## src/hw/opst_pkg.sv

```systemverilog
// Package of the operation status tree: bit positions, query codes and timing.
// Assumes one 250 MHz clock; shared by the top and the verif models, while the event bank takes only its width N.
package opst_pkg;

   // --------------------
   // Register geometry
   // --------------------
   localparam int unsigned REG_W        = 16;
   localparam int unsigned NUM_SUB      = 6;
   localparam int unsigned SUB_ACT_BIT  = 1;    // Only live bit of every sub-register.

   // Sub-register index inside the event bank.
   localparam int unsigned SUB_CAL      = 0;
   localparam int unsigned SUB_MEAS     = 1;
   localparam int unsigned SUB_TRIG     = 2;
   localparam int unsigned SUB_SENSE    = 3;
   localparam int unsigned SUB_LLF      = 4;
   localparam int unsigned SUB_ULF      = 5;

   // Summary bit positions in the top operation register.
   localparam int unsigned SUM_CAL_BIT   = 0;
   localparam int unsigned SUM_MEAS_BIT  = 4;
   localparam int unsigned SUM_TRIG_BIT  = 5;
   localparam int unsigned SUM_SENSE_BIT = 10;
   localparam int unsigned SUM_LLF_BIT   = 11;
   localparam int unsigned SUM_ULF_BIT   = 12;

   // --------------------
   // Status query codes
   // --------------------
   localparam int unsigned QRY_W = 4;
   localparam logic [3:0] QRY_OPER_COND  = 4'h0;
   localparam logic [3:0] QRY_OPER_EVENT = 4'h1;
   localparam logic [3:0] QRY_CAL_COND   = 4'h2;
   localparam logic [3:0] QRY_CAL_EVENT  = 4'h3;
   localparam logic [3:0] QRY_MEAS_COND  = 4'h4;
   localparam logic [3:0] QRY_MEAS_EVENT = 4'h5;
   localparam logic [3:0] QRY_TRIG_COND  = 4'h6;
   localparam logic [3:0] QRY_TRIG_EVENT = 4'h7;
   localparam logic [3:0] QRY_SNS_COND   = 4'h8;
   localparam logic [3:0] QRY_SNS_EVENT  = 4'h9;
   localparam logic [3:0] QRY_LLF_COND   = 4'ha;
   localparam logic [3:0] QRY_LLF_EVENT  = 4'hb;
   localparam logic [3:0] QRY_ULF_COND   = 4'hc;
   localparam logic [3:0] QRY_ULF_EVENT  = 4'hd;

   // --------------------
   // Timing
   // --------------------
   localparam int unsigned CLK_MHZ      = 250;
   localparam int unsigned INIT_TIME_NS = 10000;
   localparam int unsigned INIT_CYCLES  = (INIT_TIME_NS * CLK_MHZ + 999) / 1000;
   localparam int unsigned VALUE_W      = 16;

   // Activity sequencer states.
   typedef enum logic [2:0] {
      OPST_INIT,
      OPST_IDLE,
      OPST_CAL,
      OPST_WAIT_TRIG,
      OPST_MEAS
   } opst_state_t;

endpackage

```

## src/hw/opst_evt_if.sv

```systemverilog
// Interface between the status top and its sticky event bank.
// Assumes both ends run on the same clock; carries set, clear and held bits.
interface opst_evt_if #(
   parameter int unsigned N = 6
);
   logic [N-1:0] set;
   logic [N-1:0] clr;
   logic [N-1:0] evt;

   modport bank (input set, input clr, output evt);
   modport user (output set, output clr, input evt);
endinterface

```

## src/hw/opst_event_bank.sv

```systemverilog
// Bank of sticky event bits, one for each status sub-register.
// Assumes set and clear come from the clock domain of sys_clk_i; a set may be held high as a level.
module opst_event_bank #(
   parameter int unsigned N = 6
) (
   // Clock and reset
   input  wire logic     sys_clk_i,
   input  wire logic     rst_b_i,
   // Event requests and held bits
   opst_evt_if.bank      evt_if
);

   logic [N-1:0] evt;
   logic [N-1:0] next_evt;

   // A set arriving with its clear survives, so no start or stop is lost to a query.
   always_comb begin
      next_evt = evt_if.set | (evt & ~evt_if.clr);
   end

   // Held event bits.
   always_ff @(posedge sys_clk_i or negedge rst_b_i) begin
      if (!rst_b_i) begin
         evt <= '0;
      end else begin
         evt <= next_evt;
      end
   end

   assign evt_if.evt = evt;

endmodule

```

## src/hw/opst_top.sv

```systemverilog
// Operation status tree of a power sensor: six sub-registers and their summary word.
// Assumes all inputs are synchronous to sys_clk_i and that the host polls by status queries.
//
// Behaviour
// Operation bit 0 summarises the calibrating sub-register.
// Operation bit 4 summarises the measuring sub-register.
// Operation bit 5 summarises the trigger-wait sub-register.
// Operation bit 10 summarises the initialization sub-register.
// Operation bit 11 summarises the lower limit violation sub-register.
// Operation bit 12 summarises the upper limit violation sub-register.
// Calibration condition bit 1 is high while calibrating.
// Calibration event latches any calibration start or finish since last read.
// Measurement condition bit 1 is high while measuring.
// Measurement event latches any measurement start or finish since last read.
// Trigger-wait condition bit 1 is high while awaiting a trigger.
// An arriving trigger moves the sensor from waiting into measuring.
// Trigger-wait event records any waiting since last read.
// Initialization condition bit 1 is high while initializing.
// Initialize at power-up, on connection, on reset and on preset commands.
// Initialization event latches any initialization start or finish since last read.
// Lower limit condition bit 1 is high while value is below lower limit.
// Lower limit event records any value below the limit since last read.
// Upper limit condition bit 1 is high while value exceeds upper limit.
// Every unused sub-register bit reads zero; bit 1 alone is live.
// Each summary bit is the OR of its sub-register event bits.
module opst_top #(
   parameter int unsigned VALUE_W     = opst_pkg::VALUE_W,
   parameter int unsigned INIT_CYCLES = opst_pkg::INIT_CYCLES
) (
   // Clock and reset
   input  wire logic                       sys_clk_i,
   input  wire logic                       rst_b_i,
   // Initialization causes
   input  wire logic                       connect_i,
   input  wire logic                       rst_cmd_i,
   input  wire logic                       preset_cmd_i,
   // Calibration and measurement control
   input  wire logic                       cal_start_i,
   input  wire logic                       cal_done_i,
   input  wire logic                       arm_i,
   input  wire logic                       trigger_i,
   input  wire logic                       meas_done_i,
   // Measured value and limits
   input  wire logic                       value_valid_i,
   input  wire logic [VALUE_W-1:0]         value_i,
   input  wire logic [VALUE_W-1:0]         lower_limit_i,
   input  wire logic [VALUE_W-1:0]         upper_limit_i,
   // Status query port
   input  wire logic                       query_valid_i,
   input  wire logic [opst_pkg::QRY_W-1:0] query_code_i,
   output logic                            answer_valid_o,
   output logic [opst_pkg::REG_W-1:0]      answer_data_o,
   // Live summary word
   output logic [opst_pkg::REG_W-1:0]      op_summary_o
);

   // --------------------
   // Helpers
   // Functions shared by the answer mux.
   // They hold no state.
   // --------------------

   // Places one activity flag on its only live bit; the other fifteen read zero.
   function automatic logic [opst_pkg::REG_W-1:0] sub_word(input logic flag);
      logic [opst_pkg::REG_W-1:0] w;
      w = '0;
      w[opst_pkg::SUB_ACT_BIT] = flag;
      return w;
   endfunction

   // --------------------
   // Activity sequencer
   // Init, idle, calibrate, wait, measure.
   // Init requests win over all else.
   // --------------------

   localparam int unsigned CNT_W = $clog2(INIT_CYCLES + 1);
   localparam logic [CNT_W-1:0] INIT_LAST = CNT_W'(INIT_CYCLES - 1);

   opst_pkg::opst_state_t state;
   opst_pkg::opst_state_t next_state;
   logic [CNT_W-1:0]      init_cnt;
   logic [CNT_W-1:0]      next_init_cnt;
   logic                  init_req;

   // Any of the three causes restarts initialization, aborting whatever runs.
   assign init_req = connect_i | rst_cmd_i | preset_cmd_i;

   // Next state and initialization timer.
   always_comb begin
      next_state    = state;
      next_init_cnt = init_cnt;
      if (init_req) begin
         next_state    = opst_pkg::OPST_INIT;
         next_init_cnt = '0;
      end else begin
         unique case (state)
            opst_pkg::OPST_INIT: begin
               if (init_cnt == INIT_LAST) begin
                  next_state = opst_pkg::OPST_IDLE;
               end else begin
                  next_init_cnt = init_cnt + CNT_W'(1);
               end
            end
            opst_pkg::OPST_IDLE: begin
               // Calibration takes precedence when both arrive together.
               if (cal_start_i) begin
                  next_state = opst_pkg::OPST_CAL;
               end else if (arm_i) begin
                  next_state = opst_pkg::OPST_WAIT_TRIG;
               end
            end
            opst_pkg::OPST_CAL: begin
               if (cal_done_i) begin
                  next_state = opst_pkg::OPST_IDLE;
               end
            end
            opst_pkg::OPST_WAIT_TRIG: begin
               if (trigger_i) begin
                  next_state = opst_pkg::OPST_MEAS;
               end
            end
            opst_pkg::OPST_MEAS: begin
               if (meas_done_i) begin
                  next_state = opst_pkg::OPST_IDLE;
               end
            end
            default: begin
               next_state = opst_pkg::OPST_INIT;
            end
         endcase
      end
   end

   // Reset drops straight into initialization, which is the power-up case.
   always_ff @(posedge sys_clk_i or negedge rst_b_i) begin
      if (!rst_b_i) begin
         state    <= opst_pkg::OPST_INIT;
         init_cnt <= '0;
      end else begin
         state    <= next_state;
         init_cnt <= next_init_cnt;
      end
   end

   // --------------------
   // Condition bits
   // Live levels of the six activities.
   // Limit flags move only on new values.
   // --------------------

   logic [opst_pkg::NUM_SUB-1:0] cond;
   logic [opst_pkg::NUM_SUB-1:0] prev_cond;
   logic                         below_low;
   logic                         above_high;
   logic                         next_below_low;
   logic                         next_above_high;

   // Limit comparisons only change when a fresh value arrives.
   always_comb begin
      next_below_low  = below_low;
      next_above_high = above_high;
      if (value_valid_i) begin
         next_below_low  = value_i < lower_limit_i;
         next_above_high = value_i > upper_limit_i;
      end
   end

   // Limit flags; a value held in reset is not trusted, so both start clear.
   always_ff @(posedge sys_clk_i or negedge rst_b_i) begin
      if (!rst_b_i) begin
         below_low  <= 1'b0;
         above_high <= 1'b0;
      end else begin
         below_low  <= next_below_low;
         above_high <= next_above_high;
      end
   end

   // Live conditions, straight from the registered state and flags.
   always_comb begin
      cond                         = '0;
      cond[opst_pkg::SUB_CAL]      = state == opst_pkg::OPST_CAL;
      cond[opst_pkg::SUB_MEAS]     = state == opst_pkg::OPST_MEAS;
      cond[opst_pkg::SUB_TRIG]     = state == opst_pkg::OPST_WAIT_TRIG;
      cond[opst_pkg::SUB_SENSE]    = state == opst_pkg::OPST_INIT;
      cond[opst_pkg::SUB_LLF]      = below_low;
      cond[opst_pkg::SUB_ULF]      = above_high;
   end

   // Previous conditions for start and finish detection.
   always_ff @(posedge sys_clk_i or negedge rst_b_i) begin
      if (!rst_b_i) begin
         prev_cond <= '0;
      end else begin
         prev_cond <= cond;
      end
   end

   // --------------------
   // Event bank
   // Sticky bits, cleared by event reads.
   // A set always beats a clear.
   // --------------------

   opst_evt_if #(.N(opst_pkg::NUM_SUB)) evt_if ();

   logic clr_cal;
   logic clr_meas;
   logic clr_trig;
   logic clr_sense;
   logic clr_llf;
   logic clr_ulf;

   // A read of an event word clears it in the same cycle as the answer is taken.
   assign clr_cal   = query_valid_i && query_code_i == opst_pkg::QRY_CAL_EVENT;
   assign clr_meas  = query_valid_i && query_code_i == opst_pkg::QRY_MEAS_EVENT;
   assign clr_trig  = query_valid_i && query_code_i == opst_pkg::QRY_TRIG_EVENT;
   assign clr_sense = query_valid_i && query_code_i == opst_pkg::QRY_SNS_EVENT;
   assign clr_llf   = query_valid_i && query_code_i == opst_pkg::QRY_LLF_EVENT;
   assign clr_ulf   = query_valid_i && query_code_i == opst_pkg::QRY_ULF_EVENT;

   // Activities latch both edges; waiting and limit faults latch their level.
   always_comb begin
      evt_if.set                     = '0;
      evt_if.set[opst_pkg::SUB_CAL]  = cond[opst_pkg::SUB_CAL] != prev_cond[opst_pkg::SUB_CAL];
      evt_if.set[opst_pkg::SUB_MEAS] = cond[opst_pkg::SUB_MEAS] != prev_cond[opst_pkg::SUB_MEAS];
      evt_if.set[opst_pkg::SUB_TRIG] = cond[opst_pkg::SUB_TRIG];
      evt_if.set[opst_pkg::SUB_SENSE] = cond[opst_pkg::SUB_SENSE] != prev_cond[opst_pkg::SUB_SENSE];
      evt_if.set[opst_pkg::SUB_LLF]  = cond[opst_pkg::SUB_LLF];
      evt_if.set[opst_pkg::SUB_ULF]  = cond[opst_pkg::SUB_ULF];
   end

   // Clear requests gathered into the bank's vector.
   always_comb begin
      evt_if.clr                      = '0;
      evt_if.clr[opst_pkg::SUB_CAL]   = clr_cal;
      evt_if.clr[opst_pkg::SUB_MEAS]  = clr_meas;
      evt_if.clr[opst_pkg::SUB_TRIG]  = clr_trig;
      evt_if.clr[opst_pkg::SUB_SENSE] = clr_sense;
      evt_if.clr[opst_pkg::SUB_LLF]   = clr_llf;
      evt_if.clr[opst_pkg::SUB_ULF]   = clr_ulf;
   end

   // Sticky bits; a set in the clearing cycle wins inside the bank.
   opst_event_bank #(
      .N         (opst_pkg::NUM_SUB)
   ) u_event_bank (
      .sys_clk_i (sys_clk_i),
      .rst_b_i   (rst_b_i),
      .evt_if    (evt_if.bank)
   );

   // --------------------
   // Summary word
   // One bit for each sub-register.
   // Registered for the live output.
   // --------------------

   logic [opst_pkg::REG_W-1:0] summary;
   logic [opst_pkg::REG_W-1:0] summary_q;

   // Each sub-register has one live event bit, so its OR is that bit.
   always_comb begin
      summary                          = '0;
      summary[opst_pkg::SUM_CAL_BIT]   = |sub_word(evt_if.evt[opst_pkg::SUB_CAL]);
      summary[opst_pkg::SUM_MEAS_BIT]  = |sub_word(evt_if.evt[opst_pkg::SUB_MEAS]);
      summary[opst_pkg::SUM_TRIG_BIT]  = |sub_word(evt_if.evt[opst_pkg::SUB_TRIG]);
      summary[opst_pkg::SUM_SENSE_BIT] = |sub_word(evt_if.evt[opst_pkg::SUB_SENSE]);
      summary[opst_pkg::SUM_LLF_BIT]   = |sub_word(evt_if.evt[opst_pkg::SUB_LLF]);
      summary[opst_pkg::SUM_ULF_BIT]   = |sub_word(evt_if.evt[opst_pkg::SUB_ULF]);
   end

   // Registered copy for the live output, one cycle behind the bank.
   always_ff @(posedge sys_clk_i or negedge rst_b_i) begin
      if (!rst_b_i) begin
         summary_q <= '0;
      end else begin
         summary_q <= summary;
      end
   end

   assign op_summary_o = summary_q;

   // --------------------
   // Query answers
   // Registered answer to each query.
   // Unknown codes read as zero.
   // --------------------

   logic [opst_pkg::REG_W-1:0] next_answer;
   logic [opst_pkg::REG_W-1:0] answer;
   logic                       answer_vld;

   // The answer shows the word as it stood when the query was taken; the
   // event clear lands on the same edge, so the host never misses a bit.
   always_comb begin
      unique case (query_code_i)
         opst_pkg::QRY_OPER_COND:  next_answer = summary;
         opst_pkg::QRY_OPER_EVENT: next_answer = summary;
         opst_pkg::QRY_CAL_COND:   next_answer = sub_word(cond[opst_pkg::SUB_CAL]);
         opst_pkg::QRY_CAL_EVENT:  next_answer = sub_word(evt_if.evt[opst_pkg::SUB_CAL]);
         opst_pkg::QRY_MEAS_COND:  next_answer = sub_word(cond[opst_pkg::SUB_MEAS]);
         opst_pkg::QRY_MEAS_EVENT: next_answer = sub_word(evt_if.evt[opst_pkg::SUB_MEAS]);
         opst_pkg::QRY_TRIG_COND:  next_answer = sub_word(cond[opst_pkg::SUB_TRIG]);
         opst_pkg::QRY_TRIG_EVENT: next_answer = sub_word(evt_if.evt[opst_pkg::SUB_TRIG]);
         opst_pkg::QRY_SNS_COND:   next_answer = sub_word(cond[opst_pkg::SUB_SENSE]);
         opst_pkg::QRY_SNS_EVENT:  next_answer = sub_word(evt_if.evt[opst_pkg::SUB_SENSE]);
         opst_pkg::QRY_LLF_COND:   next_answer = sub_word(cond[opst_pkg::SUB_LLF]);
         opst_pkg::QRY_LLF_EVENT:  next_answer = sub_word(evt_if.evt[opst_pkg::SUB_LLF]);
         opst_pkg::QRY_ULF_COND:   next_answer = sub_word(cond[opst_pkg::SUB_ULF]);
         opst_pkg::QRY_ULF_EVENT:  next_answer = sub_word(evt_if.evt[opst_pkg::SUB_ULF]);
         default:                  next_answer = '0; // Unknown codes answer zero.
      endcase
   end

   // Answer data hold until the next query; the strobe copies query_valid_i one cycle later.
   always_ff @(posedge sys_clk_i or negedge rst_b_i) begin
      if (!rst_b_i) begin
         answer     <= '0;
         answer_vld <= 1'b0;
      end else begin
         answer_vld <= query_valid_i;
         if (query_valid_i) begin
            answer <= next_answer;
         end
      end
   end

   assign answer_valid_o = answer_vld;
   assign answer_data_o  = answer;

endmodule

```

## config.mk

```make
export PLATFORM = sky130hd
export DESIGN_NAME = opst_top
export DESIGN_NICKNAME = d
export VERILOG_FILES = /design/src/hw/opst_pkg.sv /design/src/hw/opst_evt_if.sv /design/src/hw/opst_event_bank.sv /design/src/hw/opst_top.sv
export SDC_FILE = /design/constraint.sdc
export NUM_CORES = 1
export LEC_CHECK = 0
export BUFFER_PORTS_ARGS = -buffer_cell sky130_fd_sc_hd__buf_2
export CORE_MARGIN = 1
export CORE_UTILIZATION = 49
export CTS_CLUSTER_SIZE = 30
export DETAILED_ROUTE_END_ITERATION = 7
export MAX_ROUTING_LAYER = met4
export PLACE_DENSITY = 0.81
export SYNTH_ARGS = -nofsm -noshare
export SYNTH_HDL_FRONTEND = slang
export SYNTH_HIERARCHICAL = 1
export SYNTH_SLANG_ARGS = --single-unit
```

## constraint.sdc

```tcl
create_clock -name sys_clk_i -period 5.2 [get_ports sys_clk_i]
set_clock_uncertainty 0.15 [all_clocks]
set_input_delay 0.52 -clock sys_clk_i [delete_from_list [all_inputs] [get_ports sys_clk_i]]
set_output_delay 0.52 -clock sys_clk_i [all_outputs]
set_load 0.02 [all_outputs]
```

==> summary.md, run 1 <==
| Metric | Value |
|---|---|
| Status | `complete, no violations` |
| Unrepaired setup endpoints after global routing | `no` |
| Clock power frac | `0.312` |
| CTS Buf Count | `5` |
| CTS sink count | `40` |
| Nets | `492` |
| Fin Setup TNS | `0 ns` |
| Final critical-path required period | `2.05 ns` |
| Die X | `77.7 um` |
| Final setup violating endpoints | `0` |
| Reg clk slew, reported paths | `roughly 0.08 ns` |
| Fmax | `488 MHz` |
| CP Data Arrival Time | `2.05 ns` |
| Slew headroom | `0.368` |
| Worst-Margin Slew | `0.935 ns` |
| Core Area | `0.00551 mm^2` |
| Std cell rows | `27` |
| Post-CTS resize count | `0` |
| DRT antenna net count | `0` |
| Yosys top cell area share | `0.356` |
| Pint | `0.000480 W` |
| Clk_lat worst skew | `0.29 ns` |
| RD Place Congestion | `0.840` |
| Cell taking the most area after synthesis | `dfrtp_1` |
| Synthesis-to-layout area growth | `16.0%` |
| Vias | `roughly 2300` |
| CTS tree | `done` |
| Yosys warnings | `6` |
| Die Y | `77.7 um` |
| Starting Density | `0.511` |
| Worst vdd ir | `91.6 uV` |
| Clock root buffer | `clkbuf_8` |
| Crit path launch type | `register` |
| Vias in the first global route | `2168` |
| Wire per inst | `between 10 and 15 um` |
| Min-delay worst type | `primary input to asynchronous set/reset pin` |
| Drt total wl | `5.32 mm` |
| # fillers | `485` |
| Post-cts hold buffer count | `0` |
| Count of state elements after synthesis | `40` |
| CP required | `5.21 ns` |
| Dpl hpwl | `4.37 mm` |
| Net switching fraction of the power | `0.278` |
| GRT Total Usage | `0.196` |
| Top post-synthesis cells by area | `dfrtp_1, ha_1, inv_1` |
| Global-route wire length before repair | `9.23 mm` |
| Switching power total | `0.000185 W` |
| Synth unique cells | `between 40 and 50` |
| Mapped Cells | `approximately 320` |
| Comb pwr share | `0.197` |
| Crit. End Element | `register` |
| Flop pwr share | `0.491` |
| Slew Limit Fails | `0` |
| Leakage power | `1.76 nW` |
| Kind of critical path | `register to register` |
| Share of layout cells above drive strength 1 | `0.227` |
| Synthesized area per cell | `between 8 and 9 um^2` |
| Die ar. | `0.00604 mm^2` |
| Period utilization | `0.394` |
| Initial DRC count | `169` |
| Dpl cell area | `0.00317 mm^2` |
| Port bufs | `77` |
| Htree depth | `2` |
| Setup Buffers After CTS | `0` |
| Max clock buf depth | `2` |
| Mapped Area | `0.00281 mm^2` |
| Worst Path Max Fanout | `8` |
| Largest net degree at the start of global routing | `between 40 and 50` |
| Max-Cap Viols | `0` |
| Global-route congestion overflow total | `0` |
| Antenna violations before repair | `0` |
| Finished Cell Area | `0.00326 mm^2` |
| DRC Markers | `0` |
| Number of top-level pins | `97` |
| Pre-antenna DRT Iters | `4` |
| PD cells | `204 mW/mm^2` |
| Via density | `5.01` |
| Post-synthesis sequential area ratio | `0.356` |
| Antenna diode count | `0` |
| Final-report hold violation count | `0` |
==> logic make-up after synthesis <==
logic type      after synthesis  synth area share
other cells                   1           0.00133
fa+ha+maj                    32             0.142
flops                        40             0.356
mux                           3            0.0107
simple gates                 96             0.180
buf+inv                      77             0.131
xor+xnor                     15            0.0494
compound gates               58             0.129
==> path summary, 6_finish.rpt <==
path                                                       from                                    to  slack [ns]  cells after the start
max reg2reg                                state[1]$_DFFE_PN0P_              init_cnt[10]$_DFFE_PN0P_        3.15                      5
max in group asynchronous                               rst_b_i  u_event_bank/evt_if.evt[1]$_DFF_PN0_        4.18                      1
min in group sys_clk_i     u_event_bank/evt_if.evt[5]$_DFF_PN0_            op_summary_o[12]$_DFF_PN0_        0.28                      0
min                                                     rst_b_i            op_summary_o[11]$_DFF_PN0_        0.19                      1
max                                        state[1]$_DFFE_PN0P_              init_cnt[10]$_DFFE_PN0P_        3.15                      5
min reg2reg                u_event_bank/evt_if.evt[5]$_DFF_PN0_            op_summary_o[12]$_DFF_PN0_        0.28                      0
==> layout make-up <==
type / count / area (um^2) / area share
multi-input combinational: 223 / 1510 / 0.463
sequential: 40 / 1000 / 0.307
timing repair buffer: 77 / 385 / 0.118
inverter: 49 / 184 / 0.0564
tap: 72 / 90.1 / 0.0276
clock buffer: 6 / 82.6 / 0.0253
clock inverter: 2 / 10.0 / 0.00307
==> cell usage after synthesis (all sizes together) <==
cell / count
a2111oi: 1
a211oi: 3
a21o: 11
a21oi: 17
a22o: 1
a31oi: 4
and3: 3
and4: 1
buf: 21
clkbuf: 7
conb: 1
dfrtp: 40
ha: 32
inv: 49
mux2i: 3
nand2: 19
nand2b: 5
nand3: 9
nand3b: 3
nand4: 6
nor2: 31
nor2b: 5
nor3: 7
nor4: 2
nor4b: 1
nor4bb: 1
o211a: 1
o211ai: 1
o21a: 2
o21ai: 12
o22ai: 2
o31a: 1
o31ai: 1
o41ai: 1
or3: 2
or4: 1
xnor2: 8
xor2: 7
==> layer usage <==
layer	routed length [um]	vias to the layer above	track usage
li1	-	1182	-
met1	2320	1078	0.243
met2	2630	84	0.326
met3	301	5	0.0365
met4	68	0	0.0585
met5	0	-	-
==> power by group through the flow <==
stage	clock network [W]	logic (W)	registers, W
after detailed placement	0	0.000131	0.000333
after floorplan	0	0.0000841	0.000338
final	0.000207	0.000131	0.000326
after CTS	0.000214	0.000132	0.000327
after global routing	0.000233	0.000150	0.000328
after global placement	0	0.000127	0.000333
==> through the flow <==
step | total power [W] | std cells | utilization | worst slack (ns) | hold slack (ns)
4_1_cts | 0.000672 | 469 | 0.592 | 3.15 | 0.212
3_3_place_gp | 0.000460 | 461 | 0.576 | 3.12 | 0.272
2_1_floorplan | 0.000422 | 340 | - | 3.26 | 0.0744
6_report | 0.000665 | 469 | 0.592 | 3.15 | 0.188
5_1_grt | 0.000711 | 469 | 0.592 | 3.03 | 0.253
3_5_place_dp | 0.000464 | 461 | 0.576 | 3.06 | 0.266
==> critical path, cell delays in order (launching register included) <==
cell and delay (ns):
dfrtp_1 0.49, nor3_4 0.39, nand4_4 0.16, or4_4 0.55, xnor2_2 0.13, nor2_1 0.05
==> flip-flops by register name, indices dropped and copies added (netlist names) <==
name and count:
init_cnt 12, answer_data_o 7, op_summary_o 6, u_event_bank/evt_if.evt 6
prev_cond 3, state 3, above_high 1, answer_valid_o 1
below_low 1
==> placed cells by master, fill, tap and decap left out, types with 6 or more instances in the layout <==
| cell type | synthesis | layout |
|---|---|---|
| buf_2 | 1 | 77 |
| inv_1 | 49 | 49 |
| dfrtp_1 | 40 | 40 |
| ha_1 | 32 | 32 |
| nor2_1 | 31 | 31 |
| nand2_1 | 19 | 19 |
| conb_1 | 1 | 19 |
| a21oi_1 | 17 | 17 |
| o21ai_0 | 12 | 12 |
| a21o_1 | 11 | 11 |
| nand3_1 | 9 | 9 |
| xor2_1 | 7 | 7 |
| xnor2_1 | 7 | 7 |
| nor3_1 | 6 | 6 |
| clkbuf_8 | 0 | 6 |
No activity file was read; power rests on OpenSTA's default activity.
==> run 2, diff against run 1 <==
- CORE_UTILIZATION: 49 -> 46
- PLACE_DENSITY: 0.81 -> 0.8
- clock period: 5.2 -> 1.69 ns (I/O delays scaled with it)
==> run 2 against run 1 <==
  * Sequential power increased to 3.1 times the previous value
  * Cell area increased by 7.6%
  * Count of clock-buffer cells in the layout increased by 1
  * Power increased to 3.2 times the previous value
  * Routed wire length increased by 8.4%
  * Sequential share of layout area decreased by 2.2 points
  * Largest cell class unchanged
  * First-iteration DRC count decreased by 63%
  * Largest power group unchanged
  * Die area increased by 6.4%
  * Critical path depth unchanged
  * Combinational power increased to 3.2 times the previous value
==> summary.md, run 2 (synthesized netlist as in run 1, its figures left out) <==
| Metric | Value |
|---|---|
| Vias | `2412` |
| Reg-to-Reg Start | `state[2]$_DFFE_PN0P_` |
| Largest net degree at the start of global routing | `22` |
| Period utilization | `0.994` |
| Via density | `roughly 4.9` |
| Initial DRC count | `63` |
| Worst vdd ir | `404 uV` |
| Starting Density | `0.475` |
| Clock power frac | `0.321` |
| Register with the most flip-flops | `init_cnt` |
| Port bufs | `77` |
| Global-route wire length before repair | `9.65 mm` |
| Reg2reg path depth | `5` |
| Antenna diode count | `0` |
| Max-Cap Viols | `0` |
| Number of top-level pins | `97` |
| Fmax | `595 MHz` |
| Final-report hold violation count | `0` |
| CP required | `about 1.7 ns` |
| Max clock buf depth | `2` |
| Die Y | `between 80 and 90 um` |
| Finished Cell Area | `roughly 0.0035 mm^2` |
| Std cell rows | `28` |
| Final critical-path required period | `1.68 ns` |
| GRT Total Usage | `0.197` |
| CTS sink count | `40` |
| Wire per inst | `11.8 um` |
| Reg clk slew, reported paths | `0.07 ns` |
| Clk_lat worst skew | `about 0.28 ns` |
| Comb pwr share | `0.201` |
| Crit. End Element | `register` |
| Slew headroom | `0.654` |
| Htree depth | `2` |
| Pre-antenna DRT Iters | `6` |
| Final setup violating endpoints | `0` |
| CTS tree | `done` |
| CP endpoint | `init_cnt[10]$_DFFE_PN0P_` |
| Kind of critical path | `register to register` |
| Dpl cell area | `0.00330 mm^2` |
| Worst Path Max Fanout | `2` |
| Antenna violations before repair | `0` |
| Die X | `~80 um` |
| Share of layout cells above drive strength 1 | `0.279` |
| RD Place Congestion | `0.864` |
| Commonest non-fill, non-tap cells in the layout | `buf_2, inv_1, dfrtp_1` |
| Switching power total | `between 0.0005 and 0.0006 W` |
| R2R setup slack | `0.01 ns` |
| Status | `complete, no violations` |
| Commonest non-fill, non-tap cell in the layout | `buf_2` |
| CP Data Arrival Time | `1.69 ns` |
| Core Area | `0.00592 mm^2` |
| Global-route congestion overflow total | `0` |
| Worst-Margin Slew | `0.519 ns` |
| Slew Limit Fails | `0` |
| Pint | `0.00153 W` |
| PD cells | `601 mW/mm^2` |
| Clock root buffer | `clkbuf_8` |
| Vias in the first global route | `2303` |
| DRT antenna net count | `0` |
| DRC Markers | `0` |
| Layout Cells excl Fill | `491` |
| CP Launch Point | `state[2]$_DFFE_PN0P_` |
| # placed instances | `478` |
| CTS Buf Count | `5` |
| RR Endpoint | `init_cnt[10]$_DFFE_PN0P_` |
| Net switching fraction of the power | `0.273` |
| Nets | `512` |
| Leakage power | `1.86 nW` |
| Die ar. | `~0.0064 mm^2` |
| Crit path launch type | `register` |
| Min-delay worst type | `primary input to register` |
| Setup slack after layout | `between 0.009 and 0.01 ns` |
| DP Worst Slack | `-0.100 ns` |
| Flop pwr share | `0.477` |
| Drt total wl | `5.77 mm` |
| Synthesis-to-layout area growth | `24.8%` |
| Unrepaired setup endpoints after global routing | `yes` |
| Largest register FFs | `12` |
| Dpl hpwl | `4.53 mm` |
run 2: cell count changes in the layout (fill, tap and decap cells not counted), sizes merged:
cell         before  now
clkbuf            6    7
clkinv            2    0
dlygate4sd3       0    2
buf              77   95
run 2: power by group through the flow:
stage	clock network (W)	logic (W)	registers [W]
final	0.000677	0.000424	0.00101
after global routing	0.000734	0.000487	0.00101
after CTS	0.000696	0.000425	0.00101
after detailed placement	0	0.000420	0.00103
after global placement	0	0.000407	0.00102
after floorplan	0	0.000259	0.00104
run 2: worst min path at each step:
stage	depth (start not counted)	endpoint	slack, ns	startpoint
2_1_floorplan	0	above_high$_DFFE_PN0P_	-0.28	rst_b_i
5_1_grt	4	state[2]$_DFFE_PN0P_	0.08	meas_done_i
6_report	4	state[2]$_DFFE_PN0P_	0.07	meas_done_i
4_1_cts	4	state[2]$_DFFE_PN0P_	0.06	meas_done_i
3_3_place_gp	1	answer_valid_o$_DFF_PN0_	-0.004	rst_b_i
3_5_place_dp	1	answer_data_o[5]$_DFFE_PN0P_	0.007	rst_b_i
run 2: layout make-up:
class                   count  area, um^2
multi-input cells         223        1580
flip-flops and latches     40        1000
inverters                  49         184
repair buffers             97         557
fillers                   503        2410
clock buffers               7        96.3
well taps                  75        93.8
run 2: metrics by stage:
step / hold WS (ns) / setup TNS, ns / power [W] / util
floorplan: -0.277 / -0.149 / 0.00130 / -
global placement: -0.00439 / -0.0391 / 0.00143 / 0.557
detailed placement: 0.00663 / -0.163 / 0.00144 / 0.557
CTS: 0.0568 / 0 / 0.00213 / 0.578
global route: 0.0754 / -0.128 / 0.00223 / 0.593
finish: 0.0657 / 0 / 0.00211 / 0.593
run 2: what timing repair did:
item | CTS | global route
resized for setup | 2 | 10
hold endpoints to repair | 20 | 0
pin swaps | 0 | 3
buffers inserted | 0 | 4
gates cloned | 0 | 0
setup endpoints to repair | 2 | 13
hold buffers | 2 | 0
run 2: layer usage:
layer  track usage  share of wire
met5             -              0
met2         0.344           0.51
met3        0.0364          0.041
met4        0.0750          0.019
met1         0.223           0.43
run 2: critical path, cell delays in order, from the launching register on:
cell and delay [ns]:
dfrtp_1 0.41, nor3_4 0.25, nand4_4 0.11, or4_4 0.44, xnor2_2 0.14, nor2_1 0.05
==> run 3, diff against run 2 <==
- ABC_AREA: unset -> 1
- CORE_UTILIZATION: 46 -> 47
==> run 3 against run 2 <==
  * Synthesized cell count is 39% higher
  * Critical path depth is 2 higher
  * Routed wire length is 10% higher
  * Largest cell class unchanged
  * Highest routed layer unchanged
==> summary.md, run 3 <==
| Metric | Value |
|---|---|
| Status | `complete, no violations` |
| Vias in the first global route | `2621` |
| Synth cell count leaders | `nand2_1, inv_1, nor2_1, dfrtp_1, ha_1` |
| Async set-reset flop share out of synthesis | `1.00` |
| Fmax | `592 MHz` |
| Die ar. | `0.00685 mm^2` |
| Antenna violations before repair | `0` |
| DRT antenna net count | `0` |
| Global-route wire length before repair | `10.6 mm` |
| Hold slack final | `0.0221 ns` |
| Final critical-path required period | `1.69 ns` |
| Final setup violating endpoints | `0` |
| Min-delay worst type | `primary input to register` |
| Area occupied by multi-input gates | `~0.0017 mm^2` |
| Number of top-level pins | `97` |
| Max-Cap Viols | `0` |
| Drt total wl | `6.37 mm` |
| Layout Cells excl Fill | `619` |
| # placed instances | `607` |
| Final-report hold violation count | `0` |
| Leakage power | `2.19 nW` |
| Count of state elements after synthesis | `40` |
| DRC Markers | `0` |
| Register with the most flip-flops | `init_cnt` |
| Commonest non-fill, non-tap cell in the layout | `nand2_1` |
| Period utilization | `1.00` |
| Worst vdd ir | `528 uV` |
| Synthesis-to-layout area growth | `20.4%` |
| Worst-Margin Slew | `0.500 ns` |
| CP required | `1.75 ns` |
| Initial DRC count | `178` |
| Worst Path Max Fanout | `4` |
| Seq. cell area | `0.00100 mm^2` |
| CTS sink count | `40` |
| Antenna diode count | `0` |
| Post-synthesis sequential area ratio | `0.327` |
| RD Place Congestion | `~0.9` |
| Reg clk slew, reported paths | `~0.08 ns` |
| GRT Total Usage | `0.203` |
| Yosys top cell area share | `0.327` |
| Crit path launch type | `register` |
| Number of flops mapped to enable cells by yosys | `0` |
| Vias | `2955` |
| Cell taking the most area after synthesis | `dfrtp_1` |
| Global-route congestion overflow total | `0` |
| Finished Cell Area | `0.00369 mm^2` |
| Slew headroom | `0.667` |
| Final Power | `between 0.002 and 0.0025 W` |
| Crit. End Element | `register` |
| Kind of critical path | `register to register` |
| Largest register FFs | `12` |
| Pre-antenna DRT Iters | `5` |
| Slew Limit Fails | `0` |
| Max clock buf depth | `2` |
| PD cells | `604 mW/mm^2` |
| Starting Density | `0.485` |
| Core Area | `0.00631 mm^2` |
| Clk_lat worst skew | `0.29 ns` |
| Synth unique cells | `26` |
| Ys flop type | `dfrtp_1` |
| Nets | `between 600 and 700` |
| Mapped Cells | `446` |
| Synthesized area per cell | `6.87 um^2` |
| Die X | `82.7 um` |
| Count leader, synth | `nand2_1` |
| Mapped Area | `0.00306 mm^2` |
| Htree depth | `2` |
| Std cell rows | `29` |
| Yosys warnings | `6` |
| Die Y | `82.7 um` |
| CTS tree | `done` |
| Share of layout cells above drive strength 1 | `0.197` |
| Largest net degree at the start of global routing | `41` |
| Top post-synthesis cells by area | `dfrtp_1, nand2_1, ha_1` |
| Commonest non-fill, non-tap cells in the layout | `nand2_1, inv_1, buf_2` |
| Unrepaired setup endpoints after global routing | `yes` |
| Clock root buffer | `clkbuf_8` |
| Dpl hpwl | `around 5.1 mm` |
| Port bufs | `77` |
| Via density | `4.77` |
| # fillers | `607` |
| CP Data Arrival Time | `1.75 ns` |
| CTS Buf Count | `5` |
| Dpl cell area | `0.00353 mm^2` |
| Wire per inst | `10.3 um` |
| Final core utilization | `0.584` |
==> run 3: cell count changes in the layout (fill, tap and decap cells not counted), moves of 6 or more <==
cell	delta
nand3_1	+18
o21ai_0	-6
inv_1	+29
nand2_1	+126
nor2_1	+17
a21o_1	-10
==> run 3: metrics by stage <==
| step | setup TNS, ns | setup slack, ns |
|---|---|---|
| floorplan | 0 | 0.00671 |
| global placement | -0.00382 | -0.00382 |
| detailed placement | -0.0374 | -0.0327 |
| CTS | 0 | 0.0221 |
| global route | -0.442 | -0.0709 |
| finish | 0 | 0.0000216 |
==> run 3: logic make-up after synthesis <==
group	synth area share
simple gates	0.318
buf+inv	0.149
flops	0.327
fa+ha+maj	0.131
compound gates	0.0486
xor+xnor	0.0257
other cells	0.00122
==> run 3: layer usage <==
metal	share of wire	GRT usage	vias to the layer above
met4	0.011	0.0621	0
met3	0.056	0.0231	8
li1	-	-	1529
met5	0	-	-
met2	0.50	0.355	99
met1	0.44	0.243	1319
==> run 3: cell type report <==
| type | count | share of cell area |
|---|---|---|
| well taps | 77 | 0.0261 |
| multi-input cells | 324 | 0.458 |
| clock buffers | 6 | 0.0224 |
| flip-flops and latches | 40 | 0.271 |
| clock inverters | 2 | 0.00271 |
| inverters | 78 | 0.0794 |
| repair buffers | 92 | 0.140 |
==> run 3: worst paths after layout <==
check                                                      from                    endpoint  slack (ns)  cells past startpoint
max                                     init_cnt[1]$_DFFE_PN0P_     init_cnt[3]$_DFFE_PN0P_     0.00002                      7
min                                               value_valid_i       below_low$_DFFE_PN0P_        0.02                      4
max reg2reg                             init_cnt[1]$_DFFE_PN0P_     init_cnt[3]$_DFFE_PN0P_     0.00002                      7
min reg2reg                u_event_bank/evt_if.evt[4]$_DFF_PN0_  op_summary_o[11]$_DFF_PN0_        0.29                      0
max in group asynchronous                               rst_b_i     init_cnt[3]$_DFFE_PN0P_        0.73                      3
min in group asynchronous                               rst_b_i     init_cnt[9]$_DFFE_PN0P_        0.32                      3
==> run 3: repair_timing <==
| action | CTS | global route |
|---|---|---|
| buffers inserted | 2 | 0 |
| pin swaps | 1 | 2 |
| hold buffers | 2 | 0 |
| gates resized for setup | 0 | 4 |
| gates cloned | 0 | 0 |
| endpoints found under the hold margin | 41 | 0 |
| setup endpoints to repair | 8 | 15 |
==> run 3: where the power goes <==
part | switching (W) | leakage [nW] | internal (W) | total (W)
registers | 0.0000467 | 0.506 | 0.00102 | 0.00107
clock network | 0.000322 | 0.0510 | 0.000326 | 0.000648
logic | 0.000314 | 1.63 | 0.000197 | 0.000511
total | 0.000683 | 2.19 | 0.00154 | 0.00223
==> run 3: worst max-delay path, stage by stage (launching register included) <==
cell and delay [ns]:
dfrtp_1 0.38, ha_2 0.19, nor3b_2 0.22, nand3_2 0.19, a21oi_4 0.20, buf_4 0.16, nand2_1 0.05, o21ai_1 0.07
